<file path="config.mk">
export PLATFORM = sky130hd
export DESIGN_NAME = half_signed_load_shift_exec
export DESIGN_NICKNAME = d
export VERILOG_FILES = /design/src/rtl/hsl_pkg.sv /design/src/rtl/half_signed_load_shift_exec.sv /design/src/rtl/instr_group_decoder.sv /design/src/rtl/logical_shifter.sv
export VERILOG_INCLUDE_DIRS = /design/src /design/src/rtl
export SDC_FILE = /design/constraint.sdc
export NUM_CORES = 1
export LEC_CHECK = 0
export ABC_AREA = 1
export BUFFER_PORTS_ARGS = -buffer_cell sky130_fd_sc_hd__buf_2
export CORE_MARGIN = 4
export CORE_UTILIZATION = 53
export DETAILED_ROUTE_END_ITERATION = 6
export PLACE_DENSITY = 0.81
export REMOVE_ABC_BUFFERS = 1
export SLEW_MARGIN = 20
export SYNTH_ARGS = -nofsm -noshare
export SYNTH_HDL_FRONTEND = slang
export SYNTH_SLANG_ARGS = --single-unit
</file>
<file path="constraint.sdc">
create_clock -name clk_sys -period 3.3 [get_ports clk_sys]
set_clock_uncertainty 0.15 [all_clocks]
set_input_delay 0 -clock clk_sys [delete_from_list [all_inputs] [get_ports clk_sys]]
set_output_delay 0 -clock clk_sys [all_outputs]
set_load 0.05 [all_outputs]
</file>
<file path="src/rtl/hsl_cfg.svh">
/*
  Encodings, field slices and fixed values of the halfword/signed load and
  logical shift group. Assumes 16-bit instruction words with bit 15 leftmost.
*/
`ifndef HSL_CFG_SVH
`define HSL_CFG_SVH

// --------------------------------------------------------------------------
// opcode fields
// --------------------------------------------------------------------------
`define OPC7_FLD        15:9
`define OPC5_FLD        15:11
`define OPC10_FLD       15:6
`define OPC7_LDH_U_REG  7'h2D
`define OPC7_LDB_S      7'h2B
`define OPC7_LDH_S      7'h2F
`define OPC5_LDH_U_IMM  5'h11
`define OPC5_SHL_IMM    5'h00
`define OPC5_SHR_IMM    5'h01
`define OPC10_SHL_REG   10'h102
`define OPC10_SHR_REG   10'h103

// --------------------------------------------------------------------------
// operand fields
// --------------------------------------------------------------------------
`define FLD_LOW         2:0
`define FLD_MID         5:3
`define FLD_OFS         8:6
`define FLD_FIVE_BIT_IMMEDIATE        10:6

// --------------------------------------------------------------------------
// fixed values
// --------------------------------------------------------------------------
`define IMM_ZERO        5'h00
`define COUNT_ZERO      8'h00
`define COUNT_PAD       3'h0
`define COUNT_32        8'h20
`define AMOUNT_BITS     7:0
`define HALF_IMM_PAD    26'h0000000
`define BYTE_BITS       7:0
`define BYTE_SIGN       7
`define HALF_SIGN       15
`define WORD_SIGN       31
`define SIZE_BYTE       2'h1
`define SIZE_HALF       2'h2
`define SIZE_NONE       2'h0
`define WORD_ZERO       32'h00000000
`define IDX_ZERO        3'h0

`endif

</file>
<file path="src/rtl/hsl_pkg.sv">
/*
  Types shared by the load/shift group: operation codes, decoded fields,
  memory request, flag set and sequencer states. Assumes hsl_cfg.svh beside it.
*/
package hsl_pkg;

  typedef enum logic [3:0] {
    OP_NONE          = 4'b0000,
    OP_LDH_U_REG     = 4'b0001,
    OP_LDB_S         = 4'b0010,
    OP_LDH_S         = 4'b0011,
    OP_LDH_U_IMM     = 4'b0100,
    OP_SHL_IMM       = 4'b0101,
    OP_SHR_IMM       = 4'b0110,
    OP_SHL_REG       = 4'b0111,
    OP_SHR_REG       = 4'b1000,
    OP_REGISTER_COPY = 4'b1001
  } op_t;

  typedef struct packed {
    op_t        op;
    logic [2:0] dst;
    logic [2:0] src_a;
    logic [2:0] src_b;
    logic [4:0] imm;
  } dec_t;

  typedef struct packed {
    logic [31:0] addr;
    logic [1:0]  size;
  } mem_req_t;

  typedef struct packed {
    logic n;
    logic z;
    logic c;
  } flags_t;

  typedef enum logic [1:0] {
    S_IDLE  = 2'b00,
    S_FETCH = 2'b01,
    S_MEM   = 2'b10
  } state_t;

endpackage : hsl_pkg

</file>
<file path="src/rtl/half_signed_load_shift_exec.sv">
/*
  Sequencer that executes the halfword/signed load and logical shift group:
  decodes, reads registers, issues one memory read for loads, writes the
  result back and updates N, Z and C for shifts outside a predicated group.
  Assumes register read data follow the read indices in the same cycle and
  that the memory port answers each one-cycle request with one mem_rvalid.
*/
`timescale 1ns/1ns
`include "hsl_cfg.svh"

module half_signed_load_shift_exec
  import hsl_pkg::*;
#(
  parameter int DATA_W = 32
)
(
  // clock and reset
  input  wire logic              clk_sys,
  input  wire logic              rst_n,
  // instruction stream
  input  wire logic              instr_valid,
  input  wire logic [15:0]       instr,
  input  wire logic              in_predicated_group,
  output logic                   instr_ready,
  output logic                   copy_redirect,
  output logic                   not_in_group,
  // register file read
  output logic      [2:0]        rf_rd_a_idx,
  output logic      [2:0]        rf_rd_b_idx,
  input  wire logic [31:0]       rf_rd_a_data,
  input  wire logic [31:0]       rf_rd_b_data,
  // register file write
  output logic                   rf_wr_en,
  output logic      [2:0]        rf_wr_idx,
  output logic      [31:0]       rf_wr_data,
  // status flags
  input  wire logic              carry_now,
  output logic                   flags_wr_en,
  output hsl_pkg::flags_t        status_flags,
  // data memory read port
  output logic                   mem_req,
  output hsl_pkg::mem_req_t      mem_cmd,
  input  wire logic              mem_rvalid,
  input  wire logic [15:0]       mem_rdata
);

  // --------------------------------------------------------------------------
  // elaboration check
  // --------------------------------------------------------------------------
  if (DATA_W != 32)
  begin : g_width_check
    $error("half_signed_load_shift_exec supports only a 32-bit data path");
  end

  // --------------------------------------------------------------------------
  // helpers
  // --------------------------------------------------------------------------
  function automatic logic is_load(input op_t op);
    is_load = (op == OP_LDH_U_REG) || (op == OP_LDB_S) ||
              (op == OP_LDH_S) || (op == OP_LDH_U_IMM);
  endfunction : is_load

  function automatic logic is_shift(input op_t op);
    is_shift = (op == OP_SHL_IMM) || (op == OP_SHR_IMM) ||
               (op == OP_SHL_REG) || (op == OP_SHR_REG);
  endfunction : is_shift

  function automatic logic [31:0] extend(input op_t op, input logic [15:0] data);
    case (op)
      OP_LDB_S: extend = {{24{data[`BYTE_SIGN]}}, data[`BYTE_BITS]};
      OP_LDH_S: extend = {{16{data[`HALF_SIGN]}}, data};
      default:  extend = {16'h0000, data};
    endcase
  endfunction : extend

  // --------------------------------------------------------------------------
  // decode and shifter
  // --------------------------------------------------------------------------
  state_t      state;
  state_t      next_state;
  dec_t        dec_now;
  dec_t        dec_q;
  logic        pred_q;
  logic [31:0] opa;
  logic [31:0] opb;
  logic [7:0]  sh_count;
  logic [31:0] sh_result;
  logic        sh_carry;
  logic [31:0] next_addr;
  logic        accept;

  assign accept = instr_valid && instr_ready;

  instr_group_decoder u_decoder (
    .instr (instr),
    .dec   (dec_now)
  );

  always_comb
  begin
    case (dec_q.op)
      OP_SHL_IMM: sh_count = {`COUNT_PAD, dec_q.imm};
      OP_SHR_IMM: sh_count = (dec_q.imm == `IMM_ZERO) ? `COUNT_32
                                                      : {`COUNT_PAD, dec_q.imm};
      OP_SHL_REG: sh_count = rf_rd_b_data[`AMOUNT_BITS];
      OP_SHR_REG: sh_count = rf_rd_b_data[`AMOUNT_BITS];
      default:    sh_count = `COUNT_ZERO;
    endcase
  end

  logical_shifter u_shifter (
    .value    (rf_rd_a_data),
    .count    (sh_count),
    .right    ((dec_q.op == OP_SHR_IMM) || (dec_q.op == OP_SHR_REG)),
    .carry_in (carry_now),
    .result   (sh_result),
    .carry    (sh_carry)
  );

  // register offset is added as it stands, immediate offset is doubled first; no base update
  always_comb
  begin
    if (dec_q.op == OP_LDH_U_IMM)
      next_addr = rf_rd_a_data + {`HALF_IMM_PAD, dec_q.imm, 1'b0};
    else
      next_addr = rf_rd_a_data + rf_rd_b_data;
  end

  // --------------------------------------------------------------------------
  // sequencer
  // --------------------------------------------------------------------------
  always_comb
  begin
    next_state = state;
    case (state)
      S_IDLE:
        if (accept && (is_load(dec_now.op) || is_shift(dec_now.op)))
          next_state = S_FETCH;
      S_FETCH:
        next_state = is_load(dec_q.op) ? S_MEM : S_IDLE;
      S_MEM:
        if (mem_rvalid)
          next_state = S_IDLE;
      default:
        next_state = S_IDLE;
    endcase
  end

  always_ff @(posedge clk_sys)
  begin
    if (!rst_n)
    begin
      state       <= S_IDLE;
      instr_ready <= 1'b0;
    end
    else
    begin
      state       <= next_state;
      instr_ready <= (next_state == S_IDLE);
    end
  end

  // instructions this block does not execute are handed back in one cycle
  always_ff @(posedge clk_sys)
  begin
    if (!rst_n)
    begin
      copy_redirect <= 1'b0;
      not_in_group  <= 1'b0;
    end
    else
    begin
      copy_redirect <= accept && (dec_now.op == OP_REGISTER_COPY);
      not_in_group  <= accept && (dec_now.op == OP_NONE);
    end
  end

  // --------------------------------------------------------------------------
  // operand capture
  // --------------------------------------------------------------------------
  always_ff @(posedge clk_sys)
  begin
    if (!rst_n)
    begin
      dec_q       <= '0;
      pred_q      <= 1'b0;
      rf_rd_a_idx <= `IDX_ZERO;
      rf_rd_b_idx <= `IDX_ZERO;
    end
    else if (accept)
    begin
      dec_q       <= dec_now;
      pred_q      <= in_predicated_group;
      rf_rd_a_idx <= dec_now.src_a;
      rf_rd_b_idx <= dec_now.src_b;
    end
  end

  always_ff @(posedge clk_sys)
  begin
    if (!rst_n)
    begin
      opa <= `WORD_ZERO;
      opb <= `WORD_ZERO;
    end
    else if (state == S_FETCH)
    begin
      opa <= rf_rd_a_data;
      opb <= rf_rd_b_data;
    end
  end

  // --------------------------------------------------------------------------
  // memory request
  // --------------------------------------------------------------------------
  always_ff @(posedge clk_sys)
  begin
    if (!rst_n)
    begin
      mem_req      <= 1'b0;
      mem_cmd.addr <= `WORD_ZERO;
      mem_cmd.size <= `SIZE_NONE;
    end
    else
    begin
      mem_req <= (state == S_FETCH) && is_load(dec_q.op);
      if (state == S_FETCH && is_load(dec_q.op))
      begin
        mem_cmd.addr <= next_addr;
        mem_cmd.size <= (dec_q.op == OP_LDB_S) ? `SIZE_BYTE : `SIZE_HALF;
      end
    end
  end

  // --------------------------------------------------------------------------
  // write back and flags
  // --------------------------------------------------------------------------
  always_ff @(posedge clk_sys)
  begin
    if (!rst_n)
    begin
      rf_wr_en   <= 1'b0;
      rf_wr_idx  <= `IDX_ZERO;
      rf_wr_data <= `WORD_ZERO;
    end
    else if (state == S_FETCH && is_shift(dec_q.op))
    begin
      rf_wr_en   <= 1'b1;
      rf_wr_idx  <= dec_q.dst;
      rf_wr_data <= sh_result;
    end
    else if (state == S_MEM && mem_rvalid)
    begin
      rf_wr_en   <= 1'b1;
      rf_wr_idx  <= dec_q.dst;
      rf_wr_data <= extend(dec_q.op, mem_rdata);
    end
    else
      rf_wr_en <= 1'b0;
  end

  // V has no port here, so it stays with the core untouched
  always_ff @(posedge clk_sys)
  begin
    if (!rst_n)
    begin
      flags_wr_en  <= 1'b0;
      status_flags <= '0;
    end
    else
    begin
      flags_wr_en <= (state == S_FETCH) && is_shift(dec_q.op) && !pred_q;
      if (state == S_FETCH && is_shift(dec_q.op))
      begin
        status_flags.n <= sh_result[`WORD_SIGN];
        status_flags.z <= (sh_result == `WORD_ZERO);
        status_flags.c <= sh_carry;
      end
    end
  end

  // --------------------------------------------------------------------------
  // checks
  // --------------------------------------------------------------------------
  reg_addr_sum_a: assert property (
    @(posedge clk_sys) disable iff (!rst_n)
    mem_req && (dec_q.op != OP_LDH_U_IMM) |-> mem_cmd.addr == opa + opb)
    else $error("register load address is not base plus offset");

  imm_addr_sum_a: assert property (
    @(posedge clk_sys) disable iff (!rst_n)
    mem_req && (dec_q.op == OP_LDH_U_IMM) |->
      mem_cmd.addr == opa + {`HALF_IMM_PAD, dec_q.imm, 1'b0})
    else $error("immediate load address is not base plus doubled immediate");

  half_zero_ext_a: assert property (
    @(posedge clk_sys) disable iff (!rst_n)
    mem_rvalid && (state == S_MEM) &&
      (dec_q.op == OP_LDH_U_REG || dec_q.op == OP_LDH_U_IMM) |=>
      rf_wr_en && rf_wr_data == {16'h0000, $past(mem_rdata)})
    else $error("unsigned halfword not zero-extended");

  byte_sign_ext_a: assert property (
    @(posedge clk_sys) disable iff (!rst_n)
    rf_wr_en && (dec_q.op == OP_LDB_S) |->
      rf_wr_data[31:8] == {24{rf_wr_data[`BYTE_SIGN]}})
    else $error("signed byte not sign-extended");

  half_sign_ext_a: assert property (
    @(posedge clk_sys) disable iff (!rst_n)
    rf_wr_en && (dec_q.op == OP_LDH_S) |->
      rf_wr_data[31:16] == {16{rf_wr_data[`HALF_SIGN]}})
    else $error("signed halfword not sign-extended");

  copy_handoff_a: assert property (
    @(posedge clk_sys) disable iff (!rst_n)
    accept && (instr[`OPC5_FLD] == `OPC5_SHL_IMM) && (instr[`FLD_FIVE_BIT_IMMEDIATE] == `IMM_ZERO) |=>
      copy_redirect && (state == S_IDLE) ##1 !rf_wr_en)
    else $error("zero left shift was not handed over as a copy");

  shl_imm_result_a: assert property (
    @(posedge clk_sys) disable iff (!rst_n)
    rf_wr_en && (dec_q.op == OP_SHL_IMM) |-> rf_wr_data == (opa << dec_q.imm))
    else $error("immediate left shift result wrong");

  shr_zero_is_32_a: assert property (
    @(posedge clk_sys) disable iff (!rst_n)
    rf_wr_en && (dec_q.op == OP_SHR_IMM) && (dec_q.imm == `IMM_ZERO) |->
      rf_wr_data == `WORD_ZERO && status_flags.c == opa[`WORD_SIGN])
    else $error("right shift by zero field did not act as 32");

  shift_latency_a: assert property (
    @(posedge clk_sys) disable iff (!rst_n)
    accept && is_shift(dec_now.op) |-> ##2 (rf_wr_en && rf_wr_idx == dec_q.dst))
    else $error("shift result not written two cycles after accept");

  reg_shift_dest_a: assert property (
    @(posedge clk_sys) disable iff (!rst_n)
    accept && (dec_now.op == OP_SHL_REG || dec_now.op == OP_SHR_REG) |=>
      rf_rd_a_idx == $past(instr[`FLD_LOW]) ##1 rf_wr_idx == rf_rd_a_idx)
    else $error("register shift destination differs from operand");

  amount_low_byte_a: assert property (
    @(posedge clk_sys) disable iff (!rst_n)
    rf_wr_en && (dec_q.op == OP_SHL_REG || dec_q.op == OP_SHR_REG) &&
      (opb[`AMOUNT_BITS] == `COUNT_ZERO) |-> rf_wr_data == opa)
    else $error("zero low byte of amount changed the value");

  flag_values_a: assert property (
    @(posedge clk_sys) disable iff (!rst_n)
    flags_wr_en |-> rf_wr_en && status_flags.n == rf_wr_data[`WORD_SIGN] &&
      status_flags.z == (rf_wr_data == `WORD_ZERO))
    else $error("N or Z does not match the shift result");

  pred_no_flags_a: assert property (
    @(posedge clk_sys) disable iff (!rst_n)
    rf_wr_en && is_shift(dec_q.op) |-> flags_wr_en == !pred_q)
    else $error("flag write does not follow predicated state");

endmodule : half_signed_load_shift_exec

</file>
<file path="src/rtl/instr_group_decoder.sv">
/*
  Combinational decoder of one 16-bit instruction into the group's operation
  and register fields. Assumes the instruction is stable while it is read.
*/
`timescale 1ns/1ns
`include "hsl_cfg.svh"

module instr_group_decoder
  import hsl_pkg::*;
(
  // instruction in
  input  wire logic [15:0]   instr,
  // decoded fields
  output hsl_pkg::dec_t      dec
);

  always_comb
  begin
    dec       = '0;
    dec.op    = OP_NONE;
    dec.dst   = instr[`FLD_LOW];
    dec.src_a = instr[`FLD_MID];
    dec.src_b = instr[`FLD_OFS];
    dec.imm   = instr[`FLD_FIVE_BIT_IMMEDIATE];
    // register shifts first: their opcode lies inside no other pattern
    if (instr[`OPC10_FLD] == `OPC10_SHL_REG || instr[`OPC10_FLD] == `OPC10_SHR_REG)
    begin
      dec.op    = (instr[`OPC10_FLD] == `OPC10_SHL_REG) ? OP_SHL_REG : OP_SHR_REG;
      dec.src_a = instr[`FLD_LOW];
      dec.src_b = instr[`FLD_MID];
    end
    else if (instr[`OPC7_FLD] == `OPC7_LDH_U_REG)
      dec.op = OP_LDH_U_REG;
    else if (instr[`OPC7_FLD] == `OPC7_LDB_S)
      dec.op = OP_LDB_S;
    else if (instr[`OPC7_FLD] == `OPC7_LDH_S)
      dec.op = OP_LDH_S;
    else if (instr[`OPC5_FLD] == `OPC5_LDH_U_IMM)
      dec.op = OP_LDH_U_IMM;
    else if (instr[`OPC5_FLD] == `OPC5_SHL_IMM)
      dec.op = (instr[`FLD_FIVE_BIT_IMMEDIATE] == `IMM_ZERO) ? OP_REGISTER_COPY : OP_SHL_IMM;
    else if (instr[`OPC5_FLD] == `OPC5_SHR_IMM)
      dec.op = OP_SHR_IMM;
  end

endmodule : instr_group_decoder

</file>
<file path="src/rtl/logical_shifter.sv">
/*
  Logical shifter with carry-out for counts 0 to 255. Purely combinational;
  assumes the caller supplies the current carry for the zero-count case.
*/
`timescale 1ns/1ns
`include "hsl_cfg.svh"

module logical_shifter
(
  // operands
  input  wire logic [31:0]   value,
  input  wire logic [7:0]    count,
  input  wire logic          right,
  input  wire logic          carry_in,
  // result
  output logic      [31:0]   result,
  output logic               carry
);

  logic [32:0] left_ext;
  logic [32:0] right_ext;

  // one spare bit catches the last bit out; counts past 32 clear everything
  assign left_ext  = {1'b0, value} << count;
  assign right_ext = {value, 1'b0} >> count;

  always_comb
  begin
    result = value;
    carry  = carry_in;
    if (count != `COUNT_ZERO)
    begin
      result = right ? right_ext[32:1] : left_ext[31:0];
      carry  = right ? right_ext[0] : left_ext[32];
    end
  end

endmodule : logical_shifter

</file>
==> flow_metrics.env <==
export IMPL_syn_mean_instance_area_sq_um=5.771
export IMPL_clkSinkCount=99
export IMPL_critPathKind="reg2reg"
export IMPL_portBuffers=185
export IMPL_cp_max_fo=35
export IMPL_drt_total_wl_mm=48.33
export IMPL_powerDensity_nw_per_um2=325.4
export IMPL_fin_crit_ns=3.098
export IMPL_crit_required_ns=3.45
export IMPL_finalMaxSlewViolations=0
export IMPL_antenna_left=0
export IMPL_synth_top_area_share_pct=18.10
export IMPL_start_kind="register"
export IMPL_cts_inserted_buffers=9
export IMPL_fin_area_sq_um=13360
export IMPL_min_period_over_period_pct=93.88
export IMPL_grt_busiest_layer="met2"
export IMPL_ys_seq_area_share_pct=18.10
export IMPL_fin_nets=2270
export IMPL_yosys_top_cells_area="dfxtp_1 18%, nand3_1 16%, nand2_1 16%, a21oi_1 7.2%, o21ai_0 6.6%"
export IMPL_fp_dieW_microns=151.7
export IMPL_grt_max_degree=50
export IMPL_synth_area_sq_um=10950
export IMPL_ctsRootBufferMaster="clkbuf_16"
export IMPL_synth_largest_area_cell="dfxtp_1"
export IMPL_p_leak_nw=6.691
export IMPL_final_core_util_pct=65.83
export IMPL_core_area_sq_um=20300
export IMPL_cts_buffer_depth=2
export IMPL_dp_hpwl_mm=36.41
export IMPL_synth_cells=1897
export IMPL_crit_arrival_ns=3.24
export IMPL_drive_gt1_share_pct=18.59
export IMPL_maxCapViolCount=0
export IMPL_synthMuxAreaShare_pct=0
export IMPL_finalSetupViolCount=0
export IMPL_insertedDiodeCount=0
export IMPL_grtUsageTotal_pct=40.91
export IMPL_area_growth_pct=22.06
export IMPL_num_rows=52
export IMPL_grt_pass1_wl_mm=74.13
export IMPL_first_pass_iters=7
export IMPL_antenna_found_initial=0
export IMPL_path_delay_family="simple AND/OR/NAND/NOR gates"
export IMPL_final_common_cell="nand2_1"
export IMPL_yosys_warnings=0
export IMPL_grt_overflow_total=0
export IMPL_end_kind="register"
export IMPL_synth_seq_cells=99
export IMPL_dpl_cell_area_sq_um=12370
export IMPL_synth_compound_area_share_pct=20.16
export IMPL_rsz0062_at_grt="true"
export IMPL_async_reset_ff_share_pct=0
export IMPL_met3_usage_pct=7.882
export IMPL_gp_congestion=1.052
export IMPL_cts_tree="done"
export IMPL_first_iter_violations=1892
export IMPL_cp_slowest_cell="buf_4"
export IMPL_grt_util_met2_pct=61.27
export IMPL_synth_xor_area_share_pct=1.120
export IMPL_cpMostUsedCell="nand2_1"
export IMPL_whs_ns=0.01858
export IMPL_fmax_ghz=0.3228
export IMPL_clk_pin_slew_ns=0.08
export IMPL_synth_edff_count=0
export IMPL_use_met1_pct=56.65
export IMPL_drc=0
export IMPL_grt_pass1_vias=13740
export IMPL_finalHoldViolCount=0
export IMPL_final_cell_mix="453 x nand2_1, 347 x nand3_1, 184 x buf_2"
export IMPL_htree_levels=3
export IMPL_crit_chain="inv_2 -> nor2_1 -> nand2_2 -> nand2_4 -> nand2_1 -> nand2_2 -> buf_4 -> nand3_1 -> nand2_1 -> nand2_1 -> o21ai_1 -> o211ai_1 -> a22oi_1 -> nand2_1 -> nor2_1 -> nand2_1 -> a21oi_2"
export IMPL_clock_latency_ns=0.36
export IMPL_vias=15030
export IMPL_die_area_sq_um=23020
export IMPL_hp_class="in2reg"
export IMPL_synthFlopType="dfxtp_1"
export IMPL_synth_top_family_by_area="simple AND/OR/NAND/NOR gates"
export IMPL_viasPerCell=6.251
export IMPL_critPathBufInv=2
export IMPL_synthAdderAreaFrac_pct=4.480
export IMPL_vdd_drop_max_uv=241.7
export IMPL_max_slew_worst_pin_slew_ns=0.8418
export IMPL_wl_per_cell_microns=20.10
export IMPL_die_h_microns=151.7
export IMPL_start_util_pct=53.93
export IMPL_max_stage_delay_ns=0.41
export IMPL_status="complete, no violations"
export IMPL_slew_limit_headroom_pct=43.82
export IMPL_synth_simple_area_share_pct=45.97
export IMPL_post_synth_num_cell_types=58
export IMPL_io_pins=186
[timing repair]
item / CTS / global route
gates resized for setup: 1 / 36
endpoints found under the hold margin: 52 / 0
hold buffers: 57 / 0
pin swaps: 0 / 7
buffers inserted: 0 / 3
setup endpoints to repair: 1 / 22
[synthesized netlist by cell type (5+ instances only)]
cell type / n
a21oi_1: 158
a31oi_1: 39
and2_1: 6
buf_1: 11
buf_2: 25
buf_6: 12
clkbuf_1: 52
dfxtp_1: 99
ha_1: 36
inv_1: 144
inv_2: 10
nand2_1: 455
nand2_2: 29
nand2_4: 7
nand3_1: 349
nand3_2: 12
nand4_1: 45
nor2_1: 125
nor3_1: 27
nor4_1: 6
o211ai_1: 19
o21ai_0: 144
o22ai_1: 5
or2_2: 14
xor2_1: 10
[worst register-to-register path: stages, from the launching register on]
cell      delay, ns
dfxtp_4        0.39
inv_2          0.05
nor2_1         0.10
nand2_2        0.09
nand2_4        0.15
nand2_1        0.08
nand2_2        0.18
buf_4          0.41
nand3_1        0.19
nand2_1        0.11
nand2_1        0.08
o21ai_1        0.19
o211ai_1       0.12
a22oi_1        0.34
nand2_1        0.10
nor2_1         0.12
nand2_1        0.07
a21oi_2        0.10
[kinds of logic after synthesis]
| family | count (synthesis) |
|---|---|
| buf+inv | 258 |
| simple gates | 1089 |
| xor+xnor | 14 |
| flops | 99 |
| compound gates | 399 |
| fa+ha+maj | 38 |
[state kept, by name, summed over array words and instances (netlist names)]
register,flops
not_in_group,1
flags_wr_en,1
rf_rd_b_idx,3
dec_q,12
rf_wr_idx,3
state,2
pred_q,1
mem_req,1
instr_ready,1
rf_wr_data,32
mem_cmd,34
rf_rd_a_idx,3
status_flags,3
rf_wr_en,1
copy_redirect,1
[per-layer routing]
layer  share of wire [%]  up-vias
met4                 5.4        0
met1                  40     6773
met2                  43     1097
met5                   0        -
met3                  12      196
li1                    -     6967
[stage by stage]
stage                     power (mW)  instances  TNS (ns)  setup slack [ns]
after CTS                      4.247       2402         0           0.02846
after floorplan                2.345       1794    -41.44           -0.8706
after global routing           4.545       2405  -0.09430          -0.08790
final                          4.348       2405         0            0.2019
after detailed placement       3.029       2329         0           0.01172
after global placement         3.028       2329         0            0.1386
[power by group]
part / switching, mW / internal (mW)
logic: 1.28 / 0.656
clock network: 0.571 / 0.611
registers: 0.0142 / 1.21
[final cells by class]
| type | instances | area, sq um |
|---|---|---|
| inverter | 155 | 586.8 |
| multi-input combinational | 1540 | 7930 |
| sequential | 99 | 1992 |
| fill | 1932 | 6937 |
| timing repair buffer | 325 | 2197 |
| clock inverter | 7 | 93.84 |
| tap | 270 | 337.8 |
| clock buffer | 9 | 225.2 |
[final timing paths]
| kind | from | to | slack (ns) | cells after the start |
|---|---|---|---|---|
| max | dec_q[17] | status_flags[1] | 0.20 | 17 |
| min | rf_rd_b_data[27] | mem_cmd[29] | 0.02 | 5 |
| max reg2reg | dec_q[17] | status_flags[1] | 0.20 | 17 |
| min reg2reg | pred_q | flags_wr_en | 0.27 | 1 |
Note: power is estimated with default switching activity, not from simulation.
